`config.mk`:
```
export PLATFORM = sky130hd
export DESIGN_NAME = scr_spi_target
export DESIGN_NICKNAME = d
export VERILOG_FILES = /design/src/design/scr_pkg.sv /design/src/design/scr_spi_target.sv /design/src/design/scr_crc8.sv
export VERILOG_INCLUDE_DIRS = /design/src /design/src/design
export SDC_FILE = /design/constraint.sdc
export NUM_CORES = 1
export LEC_CHECK = 0
export ABC_AREA = 1
export BUFFER_PORTS_ARGS = -buffer_cell sky130_fd_sc_hd__buf_2
export CORE_MARGIN = 2
export CORE_UTILIZATION = 30
export CTS_BUF_LIST = sky130_fd_sc_hd__clkbuf_8
export DETAILED_ROUTE_END_ITERATION = 8
export PLACE_DENSITY = 0.49
export SLEW_MARGIN = 25
export SYNTH_ARGS = -nofsm -noshare
export SYNTH_HDL_FRONTEND = slang
export SYNTH_SLANG_ARGS = --single-unit
```
`constraint.sdc`:
```
create_clock -name clk_sys -period 2.1 [get_ports clk_sys]
set_clock_uncertainty 0.15 [all_clocks]
set_input_delay 0.42 -clock clk_sys [delete_from_list [all_inputs] [get_ports clk_sys]]
set_output_delay 0.42 -clock clk_sys [all_outputs]
set_load 0.02 [all_outputs]
```
`src/design/scr_cfg.svh`:
```
`ifndef SCR_CFG_SVH
`define SCR_CFG_SVH

`define SCR_FRAME_BITS 6'h20
`define SCR_MSG_BITS 6'h18
`define SCR_POLY 8'h2F
`define SCR_SEED_FULL 8'hFF
`define SCR_SEED_HIGH 4'hF
`define SCR_RESERVED_MASK 16'h4455
`define SCR_NIB_MSB 31
`define SCR_NIB_LSB 28
`define SCR_CMD_C0 28
`define SCR_ST_NORMAL 2'h1
`define SCR_ST_INIT 2'h0
`define SCR_ST_SELFTEST 2'h2
`define SCR_ST_ERROR 2'h3
`define SCR_SF_SPI_ERROR 2'h3

`endif

```
`src/design/scr_pkg.sv`:
```
package scr_pkg;

    // What the next outgoing frame will carry
    typedef enum logic [1:0] {
        RSP_ERROR,
        RSP_SENSOR,
        RSP_RESERVED
    } scr_rsp_t;

endpackage

```
`src/design/scr_spi_target.sv`:
```
`timescale 1ns/1ps
`include "scr_cfg.svh"

module scr_spi_target
    import scr_pkg::*;
(
    input wire logic clk_sys,
    input wire logic srst,
    input wire logic sclk,
    input wire logic selN,
    input wire logic mosi,
    output logic miso,
    output logic misoOe,
    input wire logic [3:0] checkSeedNibble,
    input wire logic [15:0] sensorWord,
    output logic [2:0] sourceCode,
    input wire logic initDoneLock,
    input wire logic selfTestActive,
    input wire logic internalError,
    input wire logic [1:0] detailedStatus,
    output logic sensorReqPulse,
    output logic frameErrPulse
);

    ////////////////////////////////////////////////////////////////////////
    // Pin edges; inputs are already synchronous to clk_sys

    logic sclk_q;
    logic selN_q;
    logic selFall;
    logic selRise;
    logic sclkRise;
    logic sclkFall;

    // Previous pin levels for edge detection
    always_ff @(posedge clk_sys)
    begin
        if (srst)
        begin
            sclk_q <= 1'b0;
            selN_q <= 1'b1;
        end
        else
        begin
            sclk_q <= sclk;
            selN_q <= selN;
        end
    end

    // Clock edges only count while selected
    assign selFall = selN_q & ~selN;
    assign selRise = ~selN_q & selN;
    assign sclkRise = ~selN & sclk & ~sclk_q;
    assign sclkFall = ~selN & ~sclk & sclk_q;

    ////////////////////////////////////////////////////////////////////////
    // Bit counter and receive shifter

    logic [5:0] bitCnt_q;
    logic [31:0] rxShift_q;

    // Counts rising edges in the frame; saturates so long frames stay bad
    always_ff @(posedge clk_sys)
    begin
        if (srst)
            bitCnt_q <= 6'h00;
        else if (selFall)
            bitCnt_q <= 6'h00;
        else if (sclkRise && bitCnt_q != 6'h3F)
            bitCnt_q <= bitCnt_q + 6'h01;
    end

    // Command bits arrive most significant first
    always_ff @(posedge clk_sys)
    begin
        if (srst)
            rxShift_q <= 32'h0000_0000;
        else if (sclkRise)
            rxShift_q <= {rxShift_q[30:0], mosi};
    end

    ////////////////////////////////////////////////////////////////////////
    // Command and response check registers

    logic [7:0] rxCrc;
    logic [7:0] txCrc;
    logic rxFeed;
    logic txFeed;
    logic txFlush_q;
    logic [31:0] txShift_q;

    assign rxFeed = sclkRise && bitCnt_q < `SCR_FRAME_BITS;
    assign txFeed = sclkRise && bitCnt_q < `SCR_MSG_BITS;

    // Flush one cycle after the last message bit is fed
    always_ff @(posedge clk_sys)
    begin
        if (srst)
            txFlush_q <= 1'b0;
        else
            txFlush_q <= txFeed && bitCnt_q == `SCR_MSG_BITS - 6'h01;
    end

    // Checker sees all 32 received bits, check byte included
    scr_crc8 u_rx_crc (
        .clk_sys(clk_sys),
        .srst(srst),
        .seedLoad(selFall),
        .seedNibble(checkSeedNibble),
        .shiftEn(rxFeed),
        .dataIn(mosi),
        .flushZeros(1'b0),
        .crcOut(rxCrc)
    );

    // Generator sees the bits as they stand on the output line
    scr_crc8 u_tx_crc (
        .clk_sys(clk_sys),
        .srst(srst),
        .seedLoad(selFall),
        .seedNibble(checkSeedNibble),
        .shiftEn(txFeed),
        .dataIn(txShift_q[31]),
        .flushZeros(txFlush_q),
        .crcOut(txCrc)
    );

    ////////////////////////////////////////////////////////////////////////
    // Frame end: judge the command and latch the status

    logic frameGood;
    logic [3:0] rxNib;
    logic isReserved;
    logic [15:0] resvMask;
    scr_rsp_t rspKind_q;
    logic [3:0] nib_q;
    logic [1:0] basic_q;
    logic [1:0] detail_q;
    logic [1:0] basicNow;

    // Good only with 32 bits, zero remainder and the clock parked low
    assign frameGood = bitCnt_q == `SCR_FRAME_BITS && rxCrc == 8'h00
                       && !sclk;
    assign rxNib = rxShift_q[`SCR_NIB_MSB:`SCR_NIB_LSB];
    // One mask bit per nibble; a bit select keeps the width exact
    assign resvMask = `SCR_RESERVED_MASK;
    assign isReserved = resvMask[rxNib];

    // Error outranks self-test, which outranks init
    always_comb
    begin
        if (internalError)
            basicNow = `SCR_ST_ERROR;
        else if (selfTestActive)
            basicNow = `SCR_ST_SELFTEST;
        else if (!initDoneLock)
            basicNow = `SCR_ST_INIT;
        else
            basicNow = `SCR_ST_NORMAL;
    end

    // Status is frozen at the select rise of the command frame
    always_ff @(posedge clk_sys)
    begin
        if (srst)
        begin
            basic_q <= `SCR_ST_INIT;
            detail_q <= 2'h0;
        end
        else if (selRise)
        begin
            basic_q <= basicNow;
            detail_q <= detailedStatus;
        end
    end

    // Decide the kind of the next response; a bad check discards the command
    always_ff @(posedge clk_sys)
    begin
        if (srst)
        begin
            rspKind_q <= RSP_ERROR;
            nib_q <= 4'h0;
        end
        else if (selRise)
        begin
            nib_q <= rxNib;
            if (!frameGood)
                rspKind_q <= RSP_ERROR;
            else if (rxShift_q[`SCR_CMD_C0])
                rspKind_q <= RSP_SENSOR;
            else
                rspKind_q <= RSP_RESERVED;
        end
    end

    // Requested quantity goes out to the sensor path
    always_ff @(posedge clk_sys)
    begin
        if (srst)
            sourceCode <= 3'h0;
        else if (selRise && frameGood && rxShift_q[`SCR_CMD_C0])
            sourceCode <= rxShift_q[31:29];
    end

    // One-cycle outcome strobes, issued the cycle after the select rise
    always_ff @(posedge clk_sys)
    begin
        if (srst)
        begin
            sensorReqPulse <= 1'b0;
            frameErrPulse <= 1'b0;
        end
        else
        begin
            sensorReqPulse <= selRise && frameGood
                              && rxShift_q[`SCR_CMD_C0];
            frameErrPulse <= selRise && !frameGood;
        end
    end

    ////////////////////////////////////////////////////////////////////////
    // Response word and output shifter

    logic [31:0] rspWord;

    // Reserved replies zero the sensor word but keep the echo and status bits; only the check byte matters
    always_comb
    begin
        unique case (rspKind_q)
            RSP_SENSOR:
                rspWord = {nib_q, basic_q, sensorWord, detail_q,
                           8'h00};
            RSP_RESERVED:
                rspWord = {nib_q, basic_q, 16'h0000, detail_q, 8'h00};
            default:
                rspWord = {nib_q, `SCR_ST_ERROR, 16'h0000,
                           `SCR_SF_SPI_ERROR, 8'h00};
        endcase
    end

    // Sensor word is sampled at the select fall; check byte enters at bits 31:24 after the 24th bit
    always_ff @(posedge clk_sys)
    begin
        if (srst)
            txShift_q <= 32'h0000_0000;
        else if (selFall)
            txShift_q <= rspWord;
        else if (sclkFall && bitCnt_q == `SCR_MSG_BITS)
            txShift_q <= {txCrc, 24'h00_0000};
        else if (sclkFall)
            txShift_q <= {txShift_q[30:0], 1'b0};
    end

    assign miso = txShift_q[31];
    assign misoOe = ~selN;

    logic [7:0] seedNow;
    assign seedNow = (checkSeedNibble == 4'h0) ? `SCR_SEED_FULL
                                               : {`SCR_SEED_HIGH,
                                                  checkSeedNibble};
endmodule

```
`src/design/scr_crc8.sv`:
```
`timescale 1ns/1ps
`include "scr_cfg.svh"

module scr_crc8
    import scr_pkg::*;
(
    input wire logic clk_sys,
    input wire logic srst,
    input wire logic seedLoad,
    input wire logic [3:0] seedNibble,
    input wire logic shiftEn,
    input wire logic dataIn,
    input wire logic flushZeros,
    output logic [7:0] crcOut
);

    logic [7:0] crc_q;
    logic [7:0] seedVal;
    logic [7:0] flushVal;

    // One serial step: shift the bit into the LSB, fold the polynomial
    function automatic logic [7:0] crcStep(input logic [7:0] c,
                                           input logic b);
        crcStep = {c[6:0], b} ^ (c[7] ? `SCR_POLY : 8'h00);
    endfunction

    // Zero seed nibble selects the all-ones seed
    always_comb
    begin
        seedVal = (seedNibble == 4'h0) ? `SCR_SEED_FULL
                                       : {`SCR_SEED_HIGH, seedNibble};
    end

    // Eight zero steps in one cycle, so the byte is ready before it is sent
    always_comb
    begin
        flushVal = crc_q;
        for (int i = 0; i < 8; i++)
        begin
            flushVal = crcStep(flushVal, 1'b0);
        end
    end

    // Register reseeds per frame and advances one step per serial bit
    always_ff @(posedge clk_sys)
    begin
        if (srst)
            crc_q <= `SCR_SEED_FULL;
        else if (seedLoad)
            crc_q <= seedVal;
        else if (flushZeros)
            crc_q <= flushVal;
        else if (shiftEn)
            crc_q <= crcStep(crc_q, dataIn);
    end

    assign crcOut = crc_q;

endmodule

```
* Yosys cells after proc, flatten, opt, wreduce, memory -nomap -nowiden
Index checks and enable logic that the tools add are counted.
** Word-level totals
- Register bits after elaboration :: 104
- Word-level logic and storage cells :: 86
** Cells by class
- Reduce and logical (&&, ||, !) cells :: 18
- Add/sub/neg operators :: 1
- $lt $le $gt $ge :: 2
- Bitwise logic cells :: 20
- Multiplexer cells :: 24
- Eq/ne operators :: 6
** Operator list (number)
- $mux W32 :: 3
- $xor A8 B8 Y8 :: 9
- $pmux W28 S2 :: 1
- $mux W6 :: 9
- $mux W8 :: 5
- $eq A6 B5 Y1 const B :: 2
- $logic_and A1 B1 Y1 :: 10
- $logic_not A8 Y1 :: 1
- $mux W2 :: 4
- $xor A8 B6 Y8 :: 1
- $add A6 B1 Y6 const B :: 1
- $and A1 B1 Y1 :: 6
- $eq A6 B6 Y1 const B :: 1
- $lt A6 B5 Y1 const B :: 1
- $lt A6 B6 Y1 const B :: 1
- $ne A6 B6 Y1 const B :: 1
- $reduce_bool A3 Y1 :: 2
- $logic_not A4 Y1 :: 1
- $mux W4 :: 1
- $not A1 Y1 :: 4
- $eq A2 B1 Y1 const B :: 1
- $eq A2 B2 Y1 const B :: 1
- $logic_not A1 Y1 :: 2
- $reduce_bool A2 Y1 :: 1
- 2 further kinds :: 2

* Depth between registers and ports, before layout
- Word-level depth :: 18
- Gate-level depth with buffers :: 12

* Modules after synthesis
From an unflattened synthesis, not the netlist that was laid out.
** Second synthesis, totals
- Cell total of the unflattened synthesis :: 796
- Area total of the unflattened synthesis :: 5472.7 sq um
** By module, submodules not included
- scr_spi_target :: area each 3485.8 sq um, instances 1, cells an instance 480
- scr_crc8 :: area each 993.5 sq um, instances 2, cells an instance 158

* Worst setup path before layout
OpenSTA, ideal clock, no wires.
- Path type :: in2reg
- Start :: input selN
- End :: register txShift_q[31]
- Required time :: 1828 ps
- Stages :: 7
- Library setup time :: 122 ps
- Path slack :: 528 ps
- Arrival :: 1300 ps
- Cells stage by stage :: inv_2 > nand3_1 > nor3_2 > nand2_2 > buf_4 > o211ai_1 > a21oi_1
** Between the ends
- Cells in the longest elaborated chain, start to end :: 6
- Elaborated cells between the ends (all ways) :: 8
** Ends and longest elaborated chain
- from (decl) :: RTL line scr_spi_target.sv:10 : input wire logic selN,
- $not A1 Y1 (*) :: RTL line scr_spi_target.sv:51, scr_spi_target.sv:54
- $and A1 B1 Y1 (2 in a row) :: RTL line scr_spi_target.sv:54 : assign sclkFall = ~selN & ~sclk & sclk_q;
- $logic_and A1 B1 Y1 (no source line)
- $mux W32 :: RTL line scr_spi_target.sv:249 : else if (sclkFall && bitCnt_q == `SCR_MSG_BITS)
- $mux W32 :: RTL line scr_spi_target.sv:247 : else if (selFall)
- to (signal assigned) :: RTL line scr_spi_target.sv:248 : txShift_q <= rspWord;
- to (signal assigned) :: RTL line scr_spi_target.sv:250 : txShift_q <= {txCrc, 24'h00_0000};
- to (signal assigned) :: RTL line scr_spi_target.sv:252 : txShift_q <= {txShift_q[30:0], 1'b0};
- to (decl) :: RTL line scr_spi_target.sv:90 : logic [31:0] txShift_q;
Every way passes the cells marked *; elsewhere a longest branch is shown, timed or not.
A chain may end at the register's enable or synchronous reset.

* Worst setup path after layout
- Start :: register bitCnt_q[4]
- End :: register txShift_q[25]
** Between the ends
- Cells in the longest elaborated chain, start to end :: 4
- Elaborated cells between the ends (all ways) :: 5
** Ends and longest elaborated chain
- from (decl) :: RTL line scr_spi_target.sv:59 : logic [5:0] bitCnt_q;
- from (signal assigned) :: RTL line scr_spi_target.sv:70 : bitCnt_q <= bitCnt_q + 6'h01;
- $eq A6 B5 Y1 (no source line) (*)
- $logic_and A1 B1 Y1 (no source line) (*)
- $mux W32 :: RTL line scr_spi_target.sv:249
- $mux W32 :: RTL line scr_spi_target.sv:247
Marked as above.

==> results.md <==
* Status: completed
* Slowest cell on crit path: dfxtp_1
* Gr usage total at 0.1405
* Gr ovfl total at 0
* Syn Inst Count at 649
* Vias in the first global route at 3894
* Initial antenna violation count at 0
* Core area at 0.01509 mm^2
* Placement Rows at 45
* Via count at 4162
* First-pass GRT wire length at 18510 um
* Endpoints failing setup at 0
* Post-CTS Hold Buffers at 0
* Avg Synthesized Cell Area at 7.064 um^2
* Critical Path RT at 2260 ps
* Synthesized area at 0.004584 mm^2
* Critical path launch point: bitCnt_q[4]
* Port Buffers at 36
* Hold path cells at 3
* Die Wd at 127.6 um
* Die Y at 127.6 um
* H-tree depth at 3
* Clk slew on worst S/H paths at 90 ps
* DR WL/cell at 12.58 um
* Post-synth EDFFs at 0
* Max-slew violations at 0
* Normalized max-slew margin at 0.6980
* DRT Pass-1 Iters at 4
* Worst path top cell family by delay: simple AND/OR/NAND/NOR gates
* RR Startpoint: bitCnt_q[4]
* Crit path depth at 7
* Post-CTS sizing at 0
* Crit path time final at 1820 ps
* Area Growth Syn to Fin at 12.25%
* Period utilization at 0.8668
* RePlAce Congestion at 0.7984
* CTS Sinks at 96
* Final-stage net count at 711
* Setup TNS at 0 ps
* Final hold vios at 0
* Synthesized flop and latch total at 96
* Total CTS buffers at 9
* Layout cells sized above 1 at 0.1276
* Top FF cell, synth: dfxtp_1
* Worst-case clock buffer depth at 2
* CP endpoint kind: flip-flop
* CTS tree: done
* Register area share after synthesis at 0.4192
* DRT iter0 DRCs at 320
* Crit path kind: flip-flop to flip-flop
* Startpoint types: flip-flop
* Post-Route WL at 10950 um
* Synth warnings at 0
* Vias per cell at 4.784
* Final cell count without fillers at 870
* Clock Latency Late Sink at 370 ps
* Synth Net Count at 683
* Worst min path class: input pin to flip-flop
* Number of I/O pins at 37
* Die area at 0.01629 mm^2
* Postcts setup bufs at 0
* Critical path peak fanout at 18
* Detailed Place HPWL at 7663 um
* Dpl cells at 854
* Initial Util at 0.3038
* Buf/Inv on CP at 1
* Fraction of registers with async set/reset at 0
* Max stage delay on crit path at 500 ps
* Most used cell, CP: nand2_2
* Pin count of the biggest net entering global routing at 48
* Antenna viol nets, final at 0
* VDD IR max at 445.8 uV
* Critical-path cell list: nand2_2 -> nor3_4 -> nand2_2 -> buf_12 -> nand2_1 -> o211ai_2 -> a21oi_1
* LEAKAGE at 2.172 nW
* RSZ-0062 raised after global routing: no
* Max Cap Viol at 0
* Worst Tran Pin Value at 448.8 ps
* Distinct cell type count after synthesis at 35
* N_diodes at 0
* Remaining DRCs at 0
* Arrival time of the worst setup path at 1980 ps
* Min-delay src: detailedStatus[0]
* Max Clk Rate at 549.3 MHz
* Reg2Reg Depth at 7
* CTS root buf: clkbuf_8
* Power Dens Cells at 704.0 mW/mm^2
stage by stage:
step	utilization	hold WS, ps	cell area [um^2]	power (mW)	worst slack [ps]
after floorplan	-	285.0	4584	2.333	527.5
after global placement	0.3284	284.5	4956	2.466	86.00
after detailed placement	0.3284	285.3	4956	2.479	26.00
after CTS	0.3410	119.8	5146	3.684	228.3
after global routing	0.3410	140.4	5146	3.823	85.56
final	0.3410	139.5	5146	3.623	279.6
kinds of logic (layout without fill, tap and decap cells):
family / after synthesis / in the layout / synth area share
buffers and inverters: 101 / 134 / 0.09525
and+or+nand+nor: 288 / 288 / 0.2661
DFF: 96 / 96 / 0.4192
AOI/OAI and AO/OA: 147 / 147 / 0.1820
adders and majority gates: 4 / 4 / 0.01092
xor gates and xnor gates: 13 / 13 / 0.02647
layout by cell type, fill, tap and decap left out, types with 2 or more instances in the layout:
master / n
a21oi_1: 64
buf_12: 2
nor2_4: 3
nand2_1: 191
a31oi_1: 14
ha_1: 4
inv_1: 62
xor2_1: 7
nor2_1: 26
xnor2_1: 5
clkinv_2: 2
o21bai_1: 3
clkbuf_8: 11
o211ai_2: 3
nor3_1: 3
inv_2: 4
nand3_1: 51
a211oi_1: 2
buf_2: 36
nand4_1: 5
nor4_1: 2
nand2_2: 4
o211ai_1: 7
o221ai_1: 2
buf_4: 14
o21ai_0: 49
dfxtp_1: 96
flip-flops by register name (all words and copies together), names as in the netlist, 2 cells and up:
name / count
rxShift_q: 32
txShift_q: 24
u_rx_crc.crcOut: 8
u_tx_crc.crcOut: 8
bitCnt_q: 6
nib_q: 4
sourceCode: 3
basic_q: 2
detail_q: 2
rspKind_q: 2
routing by layer:
layer / global-route usage / share of wire
met4: 0.05171 / 0.021
met5: 0 / 0
met1: 0.1751 / 0.47
met2: 0.2312 / 0.46
met3: 0.04020 / 0.046
layout make-up:
type / instances / area, um^2
fillers: 1630 / 9943
multi-input cells: 452 / 2226
flip-flops and latches: 96 / 1922
repair buffers: 52 / 325.3
inverters: 66 / 247.7
well taps: 188 / 235.2
clock buffers: 11 / 151.4
clock inverters: 5 / 38.79
worst register-to-register path: stages, from the launching register on:
cell      delay, ps
dfxtp_1         500
nand2_2         130
nor3_4          180
nand2_2         270
buf_12          250
nand2_1          80
o211ai_2         70
a21oi_1         130
worst paths after layout:
path,slack [ps],end
max,280,txShift_q[25]
min,140,detail_q[0]
max reg2reg,280,txShift_q[25]
min reg2reg,300,sourceCode[2]
Yosys cell counts, types with 2 or more instances:
library cell	n	area, um^2
xnor2_1	5	43.79
a21oi_1	64	320.3
o211ai_1	7	52.55
inv_1	62	232.7
nor3_1	3	15.01
o221ai_1	2	17.52
clkbuf_2	2	10.01
nand2_2	4	25.02
buf_4	3	22.52
ha_1	4	50.05
buf_2	17	85.08
a31oi_1	14	87.58
clkbuf_1	9	33.78
nor2_4	3	33.78
a211oi_1	2	15.01
buf_6	3	33.78
nand4_1	5	31.28
inv_2	4	15.01
xor2_1	7	61.31
o211ai_2	3	37.54
nand3_1	51	255.2
nand2_1	191	716.9
o21bai_1	3	22.52
dfxtp_1	96	1922
nor4_1	2	12.51
nor2_1	26	97.59
o21ai_0	49	245.2
power breakdown:
| group | internal (mW) | switching (mW) | total (mW) |
|---|---|---|---|
| registers | 1.90 | 0.0559 | 1.95 |
| logic | 0.174 | 0.309 | 0.482 |
| clock network | 0.507 | 0.682 | 1.19 |
Note: power is estimated with default switching activity, not from simulation.
